<file path="src/design/knob_pkg.sv">
/*
  Shared constants for the channel knob control block: clock rate, gesture
  and sequence times, display levels, blink rates and register offsets.
  Assumes a single system clock at CLK_HZ; every time is in milliseconds.
*/
package knob_pkg;
  localparam int CLK_HZ      = 25_000_000;           // system clock rate
  localparam int CYC_PER_MS  = CLK_HZ / 1000;        // cycles per millisecond
  localparam int NCH_DEF     = 5;                    // channels 1..4 and 5/6
  // times as specified, in ms
  localparam int GAIN_IDLE_MS   = 5000;              // gain mode inactivity
  localparam int HOLD_MS        = 2000;              // press-and-hold
  localparam int LISTEN_MS      = 10000;             // auto-gain listening
  localparam int DTAP_MS        = 300;               // double tap window
  localparam int SHOW_MS        = 500;               // final position shown
  localparam int FLASH_SLOW_MS  = 1500;              // slow flash of result
  localparam int FLASH_FAST_MS  = 500;               // fast flash of result
  // derived cycle counts
  localparam int GAIN_IDLE_CYC  = GAIN_IDLE_MS * CYC_PER_MS;
  localparam int HOLD_CYC       = HOLD_MS * CYC_PER_MS;
  localparam int LISTEN_CYC     = LISTEN_MS * CYC_PER_MS;
  localparam int DTAP_CYC       = DTAP_MS * CYC_PER_MS;
  localparam int SHOW_CYC       = SHOW_MS * CYC_PER_MS;
  localparam int FLASH_SLOW_CYC = FLASH_SLOW_MS * CYC_PER_MS;
  localparam int FLASH_FAST_CYC = FLASH_FAST_MS * CYC_PER_MS;
  localparam int TMR_W          = 28;                // holds 10 s of cycles
  // ring levels: count of lit leds, 0 = off, 9 = max
  localparam int LVL_W     = 4;
  localparam logic [3:0] LVL_MAX   = 4'h9;
  localparam logic [3:0] LVL_UNITY = 4'h5;           // volume unity point
  localparam logic [3:0] LVL_DEF   = 4'h6;           // default vol and gain
  localparam int RING_N    = 9;                      // ring led count
  // blink phase taps of a free counter
  localparam int BLINK_W    = 24;
  localparam int SLOW_BIT   = 23;                    // about 1.5 Hz
  localparam int FAST_BIT   = 21;                    // about 6 Hz
  // register port
  localparam int ADDR_W     = 8;
  localparam logic [7:0] REG_CTRL   = 8'h00;         // bit 0: apply defaults
  localparam logic [7:0] REG_STATUS = 8'h04;         // read-only state
  localparam int CTRL_DEF_BIT = 0;
endpackage

</file>
<file path="src/design/channel_knob_mode_control.sv">
/*
  Channel select, volume/gain knob modes, mute, ring display and the timed
  auto-gain sequence of the mixer front panel.
  Assumes pins (buttons, switch, encoder) are asynchronous, clip and
  auto-gain level come from the audio datapath on ref_clk_in.
*/
// The implementer's own choices: strobed register access and the register offsets.
`timescale 1ns/100ps
`default_nettype none
module channel_knob_mode_control #(
  parameter int NCH            = knob_pkg::NCH_DEF,
  parameter int GAIN_IDLE_CYC  = knob_pkg::GAIN_IDLE_CYC,
  parameter int HOLD_CYC       = knob_pkg::HOLD_CYC,
  parameter int LISTEN_CYC     = knob_pkg::LISTEN_CYC,
  parameter int DTAP_CYC       = knob_pkg::DTAP_CYC,
  parameter int SHOW_CYC       = knob_pkg::SHOW_CYC,
  parameter int FLASH_SLOW_CYC = knob_pkg::FLASH_SLOW_CYC,
  parameter int FLASH_FAST_CYC = knob_pkg::FLASH_FAST_CYC
) (
  input  wire logic                         ref_clk_in,
  input  wire logic                         arst_n_in,
  input  wire logic                         ce_in,
  input  wire logic [NCH-1:0]               chan_btn_in,
  input  wire logic                         knob_sw_in,
  input  wire logic                         enc_a_in,
  input  wire logic                         enc_b_in,
  input  wire logic [NCH-1:0]               clip_in,
  input  wire logic [knob_pkg::LVL_W-1:0]   agc_gain_in,
  input  wire logic [knob_pkg::ADDR_W-1:0]  addr_in,
  input  wire logic [31:0]                  wdata_in,
  input  wire logic                         wr_in,
  input  wire logic                         rd_in,
  output logic      [31:0]                  rdata_out,
  output logic      [NCH-1:0]               chan_led_out,
  output logic      [$clog2(NCH)-1:0]       sel_chan_out,
  output logic                              recall_out,
  output logic      [NCH*knob_pkg::LVL_W-1:0] vol_all_out,
  output logic      [NCH*knob_pkg::LVL_W-1:0] gain_all_out,
  output logic      [NCH-1:0]               mute_out,
  output logic                              agc_listen_out,
  output logic      [knob_pkg::RING_N-1:0]  ring_on_out,
  output logic                              ring_white_out,
  output logic                              overload_red_out,
  output logic                              gain_ind_out,
  output logic                              vol_green_out,
  output logic                              vol_red_out
);
  import knob_pkg::*;

  localparam int SEL_W = $clog2(NCH);
  localparam int SN    = NCH + 3;              // synced pin count

  // logic serves 2..8 channels and counts inside the timer
  if (NCH < 2 || NCH > 8)
    $error("channel_knob_mode_control: NCH must be 2..8");
  if (GAIN_IDLE_CYC < 1 || LISTEN_CYC < 1 || SHOW_CYC < 1 || FLASH_SLOW_CYC < 1 || FLASH_FAST_CYC < 1
      || LISTEN_CYC >= (1 << TMR_W) || GAIN_IDLE_CYC >= (1 << TMR_W))
    $error("channel_knob_mode_control: timing out of range");

  localparam logic [TMR_W-1:0] GAIN_LIM   = TMR_W'(GAIN_IDLE_CYC - 1);
  localparam logic [TMR_W-1:0] LISTEN_LIM = TMR_W'(LISTEN_CYC - 1);
  localparam logic [TMR_W-1:0] SHOW_LIM   = TMR_W'(SHOW_CYC - 1);
  localparam logic [TMR_W-1:0] FSLOW_LIM  = TMR_W'(FLASH_SLOW_CYC - 1);
  localparam logic [TMR_W-1:0] FFAST_LIM  = TMR_W'(FLASH_FAST_CYC - 1);

  typedef enum logic [2:0] {S_VOL, S_GAIN, S_LISTEN, S_SHOW, S_FSLOW, S_FFAST} knob_st_t;

  typedef struct packed {
    knob_st_t                   st;       // knob mode
    logic [SN-1:0]              s1;       // sync stage 1, read by s2 only
    logic [SN-1:0]              s2;       // sync stage 2
    logic [SN-1:0]              s3;       // previous, for edges
    logic [SEL_W-1:0]           sel;      // selected channel
    logic [NCH-1:0][LVL_W-1:0]  vol;      // stored volumes
    logic [NCH-1:0][LVL_W-1:0]  gain;     // stored gains
    logic [NCH-1:0]             mute;     // per-channel mute
    logic [NCH-1:0]             agcv;     // gain set by auto-gain
    logic [TMR_W-1:0]           tmr;      // mode timer
    logic [BLINK_W-1:0]         blink;    // free blink counter
    logic [NCH-1:0]             chan_led; // channel indicators
    logic                       recall;   // settings recall pulse
    logic [RING_N-1:0]          ring;     // ring led on
    logic                       white;    // ring colour white
    logic                       ol_red;   // ninth led red
    logic                       gain_ind; // gain indicator
    logic                       vol_g;    // volume indicator green
    logic                       vol_r;    // volume indicator red
    logic [31:0]                rdata;    // read data
  } state_t;

  state_t q, n;

  logic tap1, tap2, hold;                 // gesture pulses
  logic [NCH-1:0] btn_rise;               // new button presses
  logic step_up, step_dn;                 // encoder detents
  logic mute_sel;                         // selected channel muted
  logic vg_mode;                          // volume or gain mode

  assign btn_rise = q.s2[NCH-1:0] & ~q.s3[NCH-1:0];
  // quadrature: a rising edge of A, direction from B
  assign step_up  = q.s2[NCH+1] & ~q.s3[NCH+1] & ~q.s2[NCH+2];
  assign step_dn  = q.s2[NCH+1] & ~q.s3[NCH+1] & q.s2[NCH+2];
  assign mute_sel = q.mute[q.sel];
  assign vg_mode  = (q.st == S_VOL) || (q.st == S_GAIN);

  // press classifier on the synced switch level
  knob_gesture #(
    .HOLD_CYC (HOLD_CYC),
    .DTAP_CYC (DTAP_CYC)
  ) u_gesture (
    .ref_clk_in (ref_clk_in),
    .arst_n_in  (arst_n_in),
    .ce_in      (ce_in),
    .press_in   (q.s2[NCH]),
    .tap1_out   (tap1),
    .tap2_out   (tap2),
    .hold_out   (hold)
  );

  // saturating one-detent level step
  function automatic logic [LVL_W-1:0] lvl_step(input logic [LVL_W-1:0] l, input logic up, input logic dn);
    lvl_step = l;
    if (up && l < LVL_MAX) begin
      lvl_step = l + 1'b1;
    end else if (dn && l != '0) begin
      lvl_step = l - 1'b1;
    end
  endfunction

  // first `l` ring leds lit
  function automatic logic [RING_N-1:0] lvl_mask(input logic [LVL_W-1:0] l);
    for (int i = 0; i < RING_N; i++) begin
      lvl_mask[i] = (i < int'(l));
    end
  endfunction

  // next state: pins, modes, sequence, display, register port
  always_comb begin
    logic [LVL_W-1:0]  lvl;
    logic [RING_N-1:0] mask;
    logic              slow, fast, found;
    lvl   = '0;
    mask  = '0;
    slow  = 1'b0;
    fast  = 1'b0;
    found = 1'b0;
    n = q;
    n.recall = 1'b0;
    if (ce_in) begin
      n.s1    = {enc_b_in, enc_a_in, knob_sw_in, chan_btn_in};
      n.s2    = q.s1;
      n.s3    = q.s2;
      n.blink = q.blink + 1'b1;
      n.tmr   = q.tmr + 1'b1;
      case (q.st)
        S_VOL, S_GAIN: begin
          if (hold) begin
            // works from either mode, any channel, repeatable
            n.st   = S_LISTEN;
            n.tmr  = '0;
          end else if ((tap1 || tap2) && mute_sel) begin
            n.mute[q.sel] = 1'b0;
            n.tmr = '0;
          end else if (tap2) begin
            n.mute[q.sel] = 1'b1;
            n.tmr = '0;
          end else if (tap1) begin
            n.st  = (q.st == S_VOL) ? S_GAIN : S_VOL;
            n.tmr = '0;
          end else if (q.st == S_VOL) begin
            n.vol[q.sel] = lvl_step(q.vol[q.sel], step_up, step_dn);
          end else if (step_up || step_dn) begin
            n.gain[q.sel] = lvl_step(q.gain[q.sel], step_up, step_dn);
            n.agcv[q.sel] = 1'b0;
            n.tmr = '0;
          end else if (q.tmr >= GAIN_LIM) begin
            n.st = S_VOL;
          end
          // a new selection drops gain mode and recalls settings
          if (btn_rise != '0 && !hold) begin
            for (int i = 0; i < NCH; i++) begin
              if (btn_rise[i] && !found) begin
                n.sel = SEL_W'(i);
                found = 1'b1;
              end
            end
            n.st     = S_VOL;
            n.recall = 1'b1;
          end
        end
        S_LISTEN: begin
          // rotation is not read here at all
          if (agc_gain_in <= LVL_MAX) begin
            n.gain[q.sel] = agc_gain_in;
          end
          if (hold) begin
            n.tmr = '0;
          end else if (q.tmr >= LISTEN_LIM) begin
            n.st = S_SHOW;
            n.tmr = '0;
            n.agcv[q.sel] = 1'b1;
          end
        end
        S_SHOW: begin
          if (q.tmr >= SHOW_LIM) begin
            n.st  = S_FSLOW;
            n.tmr = '0;
          end
        end
        S_FSLOW: begin
          if (q.tmr >= FSLOW_LIM) begin
            n.st  = S_FFAST;
            n.tmr = '0;
          end
        end
        S_FFAST: begin
          if (q.tmr >= FFAST_LIM) begin
            n.st  = S_VOL;
            n.tmr = '0;
          end
        end
        default: n.st = S_VOL;
      endcase
      // software apply-defaults wins over knob edits this cycle
      if (wr_in && addr_in == REG_CTRL && wdata_in[CTRL_DEF_BIT]) begin
        n.vol  = {NCH{LVL_DEF}};
        n.gain = {NCH{LVL_DEF}};
        n.mute = '0;
        n.agcv = '0;
        n.st   = S_VOL;
      end
      // display, from the current state
      slow = q.blink[SLOW_BIT];
      fast = q.blink[FAST_BIT];
      lvl  = (q.st == S_VOL) ? q.vol[q.sel] : q.gain[q.sel];
      mask = lvl_mask(lvl);
      n.chan_led = '0;
      n.chan_led[q.sel] = 1'b1;
      n.white    = (q.st != S_VOL);
      n.gain_ind = (q.st != S_VOL);
      n.vol_g    = (q.st == S_VOL) && !mute_sel;
      n.vol_r    = mute_sel;
      n.ol_red   = 1'b0;
      case (q.st)
        S_VOL, S_GAIN: begin
          // muted rings flash in the mode colour
          n.ring = (mute_sel && !slow) ? '0 : mask;
          if (clip_in[q.sel]) begin
            n.ring[RING_N-1] = 1'b1;
            n.ol_red = 1'b1;
          end
        end
        S_LISTEN: n.ring = slow ? mask : '0;
        S_SHOW:   n.ring = mask;
        S_FSLOW:  n.ring = slow ? '1 : '0;
        S_FFAST:  n.ring = fast ? '1 : '0;
        default:  n.ring = '0;
      endcase
      // register reads answer the next cycle
      n.rdata = '0;
      if (rd_in && addr_in == REG_STATUS) begin
        n.rdata[2:0] = 3'(q.sel);
        n.rdata[6:4] = q.st;
        n.rdata[8]   = mute_sel;
        n.rdata[9]   = q.agcv[q.sel];
      end
    end
  end

  // state register; reset applies defaults, channel 1 selected
  always_ff @(posedge ref_clk_in or negedge arst_n_in) begin
    if (!arst_n_in) begin
      q          <= '0;
      q.vol      <= {NCH{LVL_DEF}};
      q.gain     <= {NCH{LVL_DEF}};
      q.chan_led <= NCH'(1);
    end else begin
      q <= n;
    end
  end

  assign rdata_out        = q.rdata;
  assign chan_led_out     = q.chan_led;
  assign sel_chan_out     = q.sel;
  assign recall_out       = q.recall;
  assign vol_all_out      = q.vol;
  assign gain_all_out     = q.gain;
  assign mute_out         = q.mute;
  assign agc_listen_out   = (q.st == S_LISTEN);
  assign ring_on_out      = q.ring;
  assign ring_white_out   = q.white;
  assign overload_red_out = q.ol_red;
  assign gain_ind_out     = q.gain_ind;
  assign vol_green_out    = q.vol_g;
  assign vol_red_out      = q.vol_r;
endmodule
`default_nettype wire

</file>
<file path="src/design/knob_gesture.sv">
/*
  Press classifier for the push switch of the volume/gain knob: reports a
  single tap, a double tap or a hold as one-cycle pulses.
  Assumes press_in is already synchronised to ref_clk_in.
*/
`timescale 1ns/100ps
`default_nettype none
module knob_gesture #(
  parameter int HOLD_CYC = knob_pkg::HOLD_CYC,
  parameter int DTAP_CYC = knob_pkg::DTAP_CYC
) (
  input  wire logic ref_clk_in,
  input  wire logic arst_n_in,
  input  wire logic ce_in,
  input  wire logic press_in,
  output logic      tap1_out,
  output logic      tap2_out,
  output logic      hold_out
);
  import knob_pkg::*;

  // limits must fit the shared counter
  if (HOLD_CYC < 1 || DTAP_CYC < 1 || HOLD_CYC >= (1 << TMR_W) || DTAP_CYC >= (1 << TMR_W))
    $error("knob_gesture: timing out of range");

  localparam logic [TMR_W-1:0] HOLD_LIM = TMR_W'(HOLD_CYC - 1);
  localparam logic [TMR_W-1:0] DTAP_LIM = TMR_W'(DTAP_CYC - 1);

  typedef enum logic [2:0] {G_IDLE, G_PRESS1, G_WAIT, G_PRESS2, G_HELD} g_st_t;
  typedef struct packed {
    g_st_t             st;   // classifier phase
    logic [TMR_W-1:0]  cnt;  // time in phase
    logic              tap1; // single tap pulse
    logic              tap2; // double tap pulse
    logic              hold; // hold pulse
  } g_t;

  g_t q, n;

  // a single tap is only known once the double tap window lapses
  always_comb begin
    n = q;
    n.tap1 = 1'b0;
    n.tap2 = 1'b0;
    n.hold = 1'b0;
    if (ce_in) begin
      n.cnt = q.cnt + 1'b1;
      case (q.st)
        G_IDLE: begin
          if (press_in) begin
            n.st  = G_PRESS1;
            n.cnt = '0;
          end
        end
        G_PRESS1: begin
          if (!press_in) begin
            n.st  = G_WAIT;
            n.cnt = '0;
          end else if (q.cnt >= HOLD_LIM) begin
            n.hold = 1'b1;
            n.st   = G_HELD;
          end
        end
        G_WAIT: begin
          if (press_in) begin
            n.st  = G_PRESS2;
            n.cnt = '0;
          end else if (q.cnt >= DTAP_LIM) begin
            n.tap1 = 1'b1;
            n.st   = G_IDLE;
          end
        end
        G_PRESS2: begin
          if (!press_in) begin
            n.tap2 = 1'b1;
            n.st   = G_IDLE;
          end else if (q.cnt >= HOLD_LIM) begin
            n.hold = 1'b1;
            n.st   = G_HELD;
          end
        end
        G_HELD: begin
          // wait for release so one hold gives one pulse
          if (!press_in) begin
            n.st = G_IDLE;
          end
        end
        default: n.st = G_IDLE;
      endcase
    end
  end

  // state register
  always_ff @(posedge ref_clk_in or negedge arst_n_in) begin
    if (!arst_n_in) begin
      q <= '0;
    end else begin
      q <= n;
    end
  end

  assign tap1_out = q.tap1;
  assign tap2_out = q.tap2;
  assign hold_out = q.hold;
endmodule
`default_nettype wire

</file>
<file path="config.mk">
export PLATFORM = sky130hd
export DESIGN_NAME = channel_knob_mode_control
export DESIGN_NICKNAME = d
export VERILOG_FILES = /design/src/design/knob_pkg.sv /design/src/design/channel_knob_mode_control.sv /design/src/design/knob_gesture.sv
export SDC_FILE = /design/constraint.sdc
export NUM_CORES = 1
export LEC_CHECK = 0
export BUFFER_PORTS_ARGS = -buffer_cell sky130_fd_sc_hd__buf_2
export CAP_MARGIN = 20
export CORE_AREA = 2 2 185 187
export DETAILED_ROUTE_END_ITERATION = 10
export DIE_AREA = 0 0 187 189
export MAX_ROUTING_LAYER = met4
export PLACE_DENSITY = 0.6
export SYNTH_ARGS = -nofsm -noshare
export SYNTH_HDL_FRONTEND = slang
export SYNTH_SLANG_ARGS = --single-unit
export TNS_END_PERCENT = 1
</file>
<file path="constraint.sdc">
create_clock -name ref_clk_in -period 3.25 [get_ports ref_clk_in]
set_input_delay 0 -clock ref_clk_in [delete_from_list [all_inputs] [get_ports ref_clk_in]]
set_output_delay 0 -clock ref_clk_in [all_outputs]
set_load 0.03 [all_outputs]
</file>
==> results.py, run 1 <==
metrics = {
    "detailed_routing": {
        "dr.pass1.iters": 5,
        "final_antenna_net_count": 0,
        "drcViolationCount": 0,
        "vias": 8721,
        "via_per_inst": 5.21,
        "wl_um": 27900,
        "drtIter0Drc": 919,
        "wl_per_cell_um": 16.7,
    },
    "critical_path": {
        "arrival_ps": 3340,
        "startpoint_type": "flip-flop",
        "critPathMaxStageDelay_ps": 630,
        "cp.required_ps": 3560,
        "worstPathCellList": "buf_4, nor3b_1, buf_4, a221oi_1, ha_1, a21o_1, o2bb2ai_1, xnor2_1, o31ai_1",
        "cp_slowest_cell": "dfrtp_1",
        "worstPathMaxFanout": 11,
        "path_delay_family": "compound AO/OA/AOI/OAI gates",
        "cp_common_cell": "buf_4",
        "crit_path_end_kind": "flip-flop",
        "critical_path_class": "reg2reg",
        "worst-path-buf-inv": 2,
    },
    "sta": {
        "hold_slack_ps": 30.4,
        "rsz0062_at_grt": "no",
        "maxSlewViolCount": 0,
        "setup_viol": 0,
        "hold_viol": 0,
        "finClkSkew_ps": 15.1,
        "worst_slack_ps": 216,
        "fin_setup_tns_ps": 0,
        "post-route-period-util": 0.934,
        "slew_headroom": 0.436,
        "worst_slew_pin_slew_ps": 840,
        "max_freq_mhz": 330,
        "post-route-min-period_ps": 3030,
    },
    "layout": {
        "stdcell_count": 1673,
        "diodes": 0,
        "layout-drive-gt1-share": 0.209,
        "nets": 1281,
        "syn2layout_area_growth_pct": 11.1,
    },
    "cts": {
        "cts-root-buf": "clkbuf_16",
        "htreeDepth": 4,
        "ctsHoldBuffers": 10,
        "cts.sinks": 191,
        "cts_tree": "yes",
        "cts_made_buffers": 17,
        "path_clk_slew_ps": 80,
        "cts_buffer_depth": 2,
        "insertion_delay_ps": 450,
        "cts.repair.resized": 0,
        "postCtsSetupBuffers": 0,
    },
    "synthesis": {
        "synth_ff_type": "dfrtp_1",
        "synth.avg_cell_area_um2": 9.37,
        "synth_cell_type_count": 90,
        "synthTopCellsByArea": "dfrtp_1, buf_4, dfstp_2",
        "synth_top_cell_by_area": "dfrtp_1",
        "synth_top_cells_by_count": "dfrtp_1, nor2_1, buf_4",
        "ys_seq_area_frac": 0.442,
        "synth_top_area_frac": 0.391,
        "synthArstFlopShare": 1.00,
        "yosys_warnings": 0,
        "synth_area_um2": 10900,
        "yosysMostFrequentCell": "dfrtp_1",
        "yosys_register_bits": 191,
        "synthCells": 1161,
        "synth_edf_count": 0,
    },
    "floorplan": {
        "rows": 67,
        "die_h_um": 189,
        "start_util": 0.327,
        "dieArea_um2": 35300,
        "pin_count": 163,
        "die_w_um": 187,
        "core_um2": 33300,
    },
    "power_and_ir_drop": {
        "p_int_mw": 4.93,
        "p_sw_mw": 3.30,
        "ir_worst_vdd_uv": 394,
        "clkPwrFrac": 0.258,
        "combPwrFrac": 0.353,
        "p_leak_nw": 5.34,
        "power.share.sequential": 0.389,
        "switching_share": 0.401,
        "power.density_nw_per_um2": 682,
    },
    "placement": {
        "portBuffers": 107,
        "dp_hpwl_um": 20300,
        "gp_congestion": 0.944,
        "placedCellCount": 1631,
        "dp_worst_setup_slack_ps": 311,
    },
    "global_route": {
        "grt_usage": 0.164,
        "grt_pass1_wl_um": 45200,
        "grt_pass1_vias": 8079,
        "antenna_found_initial": 0,
        "grt_max_degree": 101,
        "gr-total-overflow": 0,
    },
    "outcome": {
        "run_status": "complete, no violations",
    },
    "min_path": {
        "holdCritPathClass": "in2reg",
    },
    "job": {
        "maxCapViolCount": 0,
    },
}
[power groups by stage]
stage / clock network [mW] / registers, mW / logic (mW)
floorplan: 0 / 3.07 / 2.34
global placement: 0 / 3.24 / 2.84
detailed placement: 0 / 3.24 / 2.88
CTS: 2.17 / 3.20 / 2.90
global route: 2.28 / 3.26 / 3.16
finish: 2.12 / 3.21 / 2.91
[cells in the final DEF (no fill, tap or decap), types with 8 or more instances in the layout]
cell           Yosys  layout
a21oi_1           56      56
a22o_1            12      12
a22oi_1           16      16
a31oi_1            8       8
and2_1            10      10
and3_1            20      20
buf_2             10     105
buf_4             98      37
clkbuf_16          0      17
conb_1             1      24
dfrtp_1          170     170
dfstp_2           21      21
dlygate4sd3_1      0      10
inv_1             21      21
mux2_2            31      31
mux2i_1           15      15
nand2_1           93      93
nand2b_1          14      14
nand3_1           30      30
nand4_1           24      24
nor2_1           137     137
nor2b_1           11      11
nor3_1            25      25
nor4_1             9       9
o21ai_0           68      68
o22ai_1            8       8
o2bb2ai_1          9       9
o31ai_1            8       8
or3_1             13      13
xnor2_1           32      32
xor2_1            39      39
[per-stage QoR]
stage | utilization | total power [mW] | area, um2
3_3_place_gp | 0.342 | 6.08 | 11400
2_1_floorplan | - | 5.41 | 11000
3_5_place_dp | 0.342 | 6.12 | 11400
5_1_grt | 0.363 | 8.70 | 12100
4_1_cts | 0.363 | 8.27 | 12100
6_report | 0.363 | 8.23 | 12100
[flip-flops by register name, summed over array words and instances, names as in the netlist]
register / cells
rdata_out: 8
vol_green_out: 1
recall_out: 1
q: 82
u_gesture.hold_out: 1
gain_ind_out: 1
mute_out: 5
u_gesture.tap1_out: 1
overload_red_out: 1
ring_on_out: 9
u_gesture.tap2_out: 1
gain_all_out: 20
sel_chan_out: 3
u_gesture.q: 31
vol_all_out: 20
chan_led_out: 5
vol_red_out: 1
[worst register-to-register path, delay by kind of cell (launching register included)]
| kind | cells | cell delay (ps) |
|---|---|---|
| buf+inv | 2 | 510 |
| simple gates | 1 | 260 |
| flops | 1 | 630 |
| compound gates | 4 | 640 |
| fa+ha+maj | 1 | 310 |
| xor+xnor | 1 | 570 |
[per-layer routing]
metal / global-route usage / vias up / share of wire
li1: - / 4120 / -
met1: 0.236 / 4301 / 0.49
met2: 0.238 / 269 / 0.45
met3: 0.0245 / 31 / 0.047
met4: 0.0452 / 0 / 0.015
met5: - / - / 0
[final timing paths]
check                                 from             end  slack [ps]  depth (start not counted)
max in group asynchronous        arst_n_in           q[78]        2190                          3
setup / recovery           sel_chan_out[0]  vol_all_out[4]         220                          9
setup reg to reg           sel_chan_out[0]  vol_all_out[4]         220                          9
min in group asynchronous        arst_n_in          q[168]          90                          2
hold / removal                       rd_in    rdata_out[8]          30                          5
hold reg to reg                      q[61]           q[61]         470                          1
[kinds of logic after synthesis]
family | count (synthesis) | synth area share
fa+ha+maj | 7 | 0.00805
buf+inv | 168 | 0.0966
xor+xnor | 71 | 0.0572
simple gates | 432 | 0.199
flops | 191 | 0.442
other cells | 1 | 0.000345
compound gates | 244 | 0.150
mux | 47 | 0.0473
[cell type report]
type / instances / area (um2)
Clock buffer: 20 / 457
Clock inverter: 12 / 129
Inverter: 23 / 86.3
Fill cell: 3366 / 21200
Timing Repair Buffer: 154 / 937
Sequential cell: 191 / 4810
Tap cell: 448 / 561
Multi-Input combinational cell: 825 / 5100
Note: power is estimated with default switching activity, not from simulation.
==> run 2, diff against run 1 <==
--- a/config.mk
+++ b/config.mk
@@ -10,6 +10,7 @@
 export CORE_AREA = 2 2 185 187
 export DETAILED_ROUTE_END_ITERATION = 10
 export DIE_AREA = 0 0 187 189
+export HOLD_SLACK_MARGIN = 0.08
 export MAX_ROUTING_LAYER = met4
 export PLACE_DENSITY = 0.6
 export SYNTH_ARGS = -nofsm -noshare
==> run 2 against run 1 <==
Critical path depth is the same. Final cell count increased by 0.36%. Maximum frequency increased by 1.8%. Clock skew fell by 2.2 ps. Via count rose by 0.36%. Register-to-register slack improved by 50 ps. Cell area rose by 0.50%. Core utilization grew 0.18 points. Global-route usage increased by 0.058 points. Non-clock buffer count is 6 higher. Power barely moved. Critical path type unchanged. Largest cell class unchanged.
==> results.py, run 2 (synthesis gave the netlist of run 1 again) <==
metrics = {
    "outcome": {
        "run_status": "complete, no violations",
    },
    "layout": {
        "multiInputGateArea_um2": 5100,
        "syn2layout_area_growth_pct": 11.6,
        "num-fill-cells": 3360,
        "seq_area_um2": 4810,
        "largest_register": "q",
        "largestRegisters": "q x82, u_gesture.q x31",
        "diodes": 0,
        "nets": 1287,
        "mostFrequentLayoutCells": "dfrtp_1, nor2_1, buf_2",
        "layout_commonest_cell": "dfrtp_1",
        "design_area_um2": 12100,
        "layout-drive-gt1-share": 0.208,
        "largest_register_ffs": 82,
    },
    "placement": {
        "portBuffers": 107,
        "placed_area_um2": 11400,
        "dp_worst_setup_slack_ps": 311,
        "dp_hpwl_um": 20300,
        "gp_congestion": 0.944,
    },
    "critical_path": {
        "worstPathMaxFanout": 11,
        "critPathMaxStageDelay_ps": 620,
        "crit_path_end_kind": "flip-flop",
        "worstReg2RegStart": "sel_chan_out[0]",
        "r2r_end": "vol_all_out[4]",
        "ff2ff_setup_slack_ps": 270,
        "worst-path-buf-inv": 2,
        "arrival_ps": 3280,
        "critical_path_class": "reg2reg",
        "path_delay_family": "compound AO/OA/AOI/OAI gates",
        "worstPathCellList": "buf_4, nor3b_1, buf_4, a221oi_1, ha_1, a21o_1, o2bb2ai_1, xnor2_1, o31ai_1",
        "cp_common_cell": "buf_4",
        "rr_worst_depth": 9,
        "startpoint_type": "flip-flop",
        "cp.required_ps": 3550,
        "worst-path-stages": 9,
        "cp_slowest_cell": "dfrtp_1",
    },
    "cts": {
        "cts_made_buffers": 17,
        "cts_tree": "yes",
        "cts.repair.resized": 0,
        "insertion_delay_ps": 440,
        "cts.sinks": 191,
        "postCtsSetupBuffers": 0,
        "cts_buffer_depth": 2,
        "cts-root-buf": "clkbuf_16",
        "htreeDepth": 4,
        "path_clk_slew_ps": 80,
    },
    "sta": {
        "post-route-min-period_ps": 2980,
        "fin_setup_tns_ps": 0,
        "worst_slew_pin_slew_ps": 814,
        "setup_viol": 0,
        "worst_slack_ps": 270,
        "rsz0062_at_grt": "no",
        "hold_viol": 0,
        "post-route-period-util": 0.917,
        "hold_slack_ps": 92.7,
        "max_freq_mhz": 336,
        "slew_headroom": 0.453,
        "maxSlewViolCount": 0,
        "finClkSkew_ps": 12.9,
    },
    "detailed_routing": {
        "drtIter0Drc": 901,
        "drcViolationCount": 0,
        "wl_per_cell_um": 16.6,
        "dr.pass1.iters": 6,
        "via_per_inst": 5.21,
        "vias": 8752,
        "final_antenna_net_count": 0,
        "wl_um": 27800,
    },
    "min_path": {
        "holdCritPathClass": "in2async",
    },
    "floorplan": {
        "dieArea_um2": 35300,
        "pin_count": 163,
        "die_h_um": 189,
        "core_um2": 33300,
        "die_w_um": 187,
        "start_util": 0.327,
        "rows": 67,
    },
    "global_route": {
        "grt_pass1_wl_um": 45400,
        "grt_max_degree": 101,
        "gr-total-overflow": 0,
        "grt_pass1_vias": 8119,
        "grt_usage": 0.164,
        "antenna_found_initial": 0,
    },
    "power_and_ir_drop": {
        "ir_worst_vdd_uv": 393,
        "p_leak_nw": 5.36,
        "power_mw": 8.23,
        "power.density_nw_per_um2": 678,
    },
    "job": {
        "maxCapViolCount": 0,
    },
}
[run 2: cell count changes in the layout (fill, tap and decap cells not counted)]
cell / delta
dlygate4sd3_1: +6
[run 2: worst register-to-register path, cell delays in order (launching register included)]
cell and delay [ps]:
dfrtp_1 620, buf_4 240, nor3b_1 260, buf_4 260, a221oi_1 140, ha_1 310
a21o_1 200, o2bb2ai_1 160, xnor2_1 510, o31ai_1 160
[run 2: per-stage QoR]
stage          cells  utilization
2_1_floorplan   1184            -
4_1_cts         1679        0.365
3_3_place_gp    1631        0.342
5_1_grt         1679        0.365
6_report        1679        0.365
3_5_place_dp    1631        0.342
[run 2: worst max-delay path by stage]
stage,start,endpoint,slack [ps]
after floorplan,sel_chan_out[2],vol_all_out[0],750
after global placement,sel_chan_out[0],vol_all_out[0],450
after detailed placement,sel_chan_out[0],vol_all_out[4],310
after CTS,sel_chan_out[0],vol_all_out[4],320
after global routing,sel_chan_out[0],vol_all_out[4],70
final,sel_chan_out[0],vol_all_out[4],270
[run 2: where the power goes]
group          leakage [nW]  switching [mW]  internal [mW]
clock network         0.282           0.997           1.12
logic                  2.60            1.88           1.03
registers              2.48           0.418           2.79
[run 2: final cells by class]
type,count,area share
Timing Repair Buffer,160,0.0821
Clock inverter,12,0.0106
Sequential cell,191,0.396
Clock buffer,20,0.0376
Tap cell,448,0.0462
Multi-Input combinational cell,825,0.420
Inverter,23,0.00711
[run 2: repair_timing]
item	4_1_cts	5_1_grt
endpoints found under the setup margin	0	0
hold buffers	16	0
hold endpoints to repair	88	0
[run 2: metal layers]
layer  part of all wire  routed length (um)  vias to the layer above  track usage
met1               0.49               13600                     4310        0.236
li1                   -                   -                     4135            -
met4              0.017                 471                        0       0.0452
met2               0.45               12400                      273        0.240
met3              0.049                1360                       34       0.0241
met5                  0                   0                        -            -
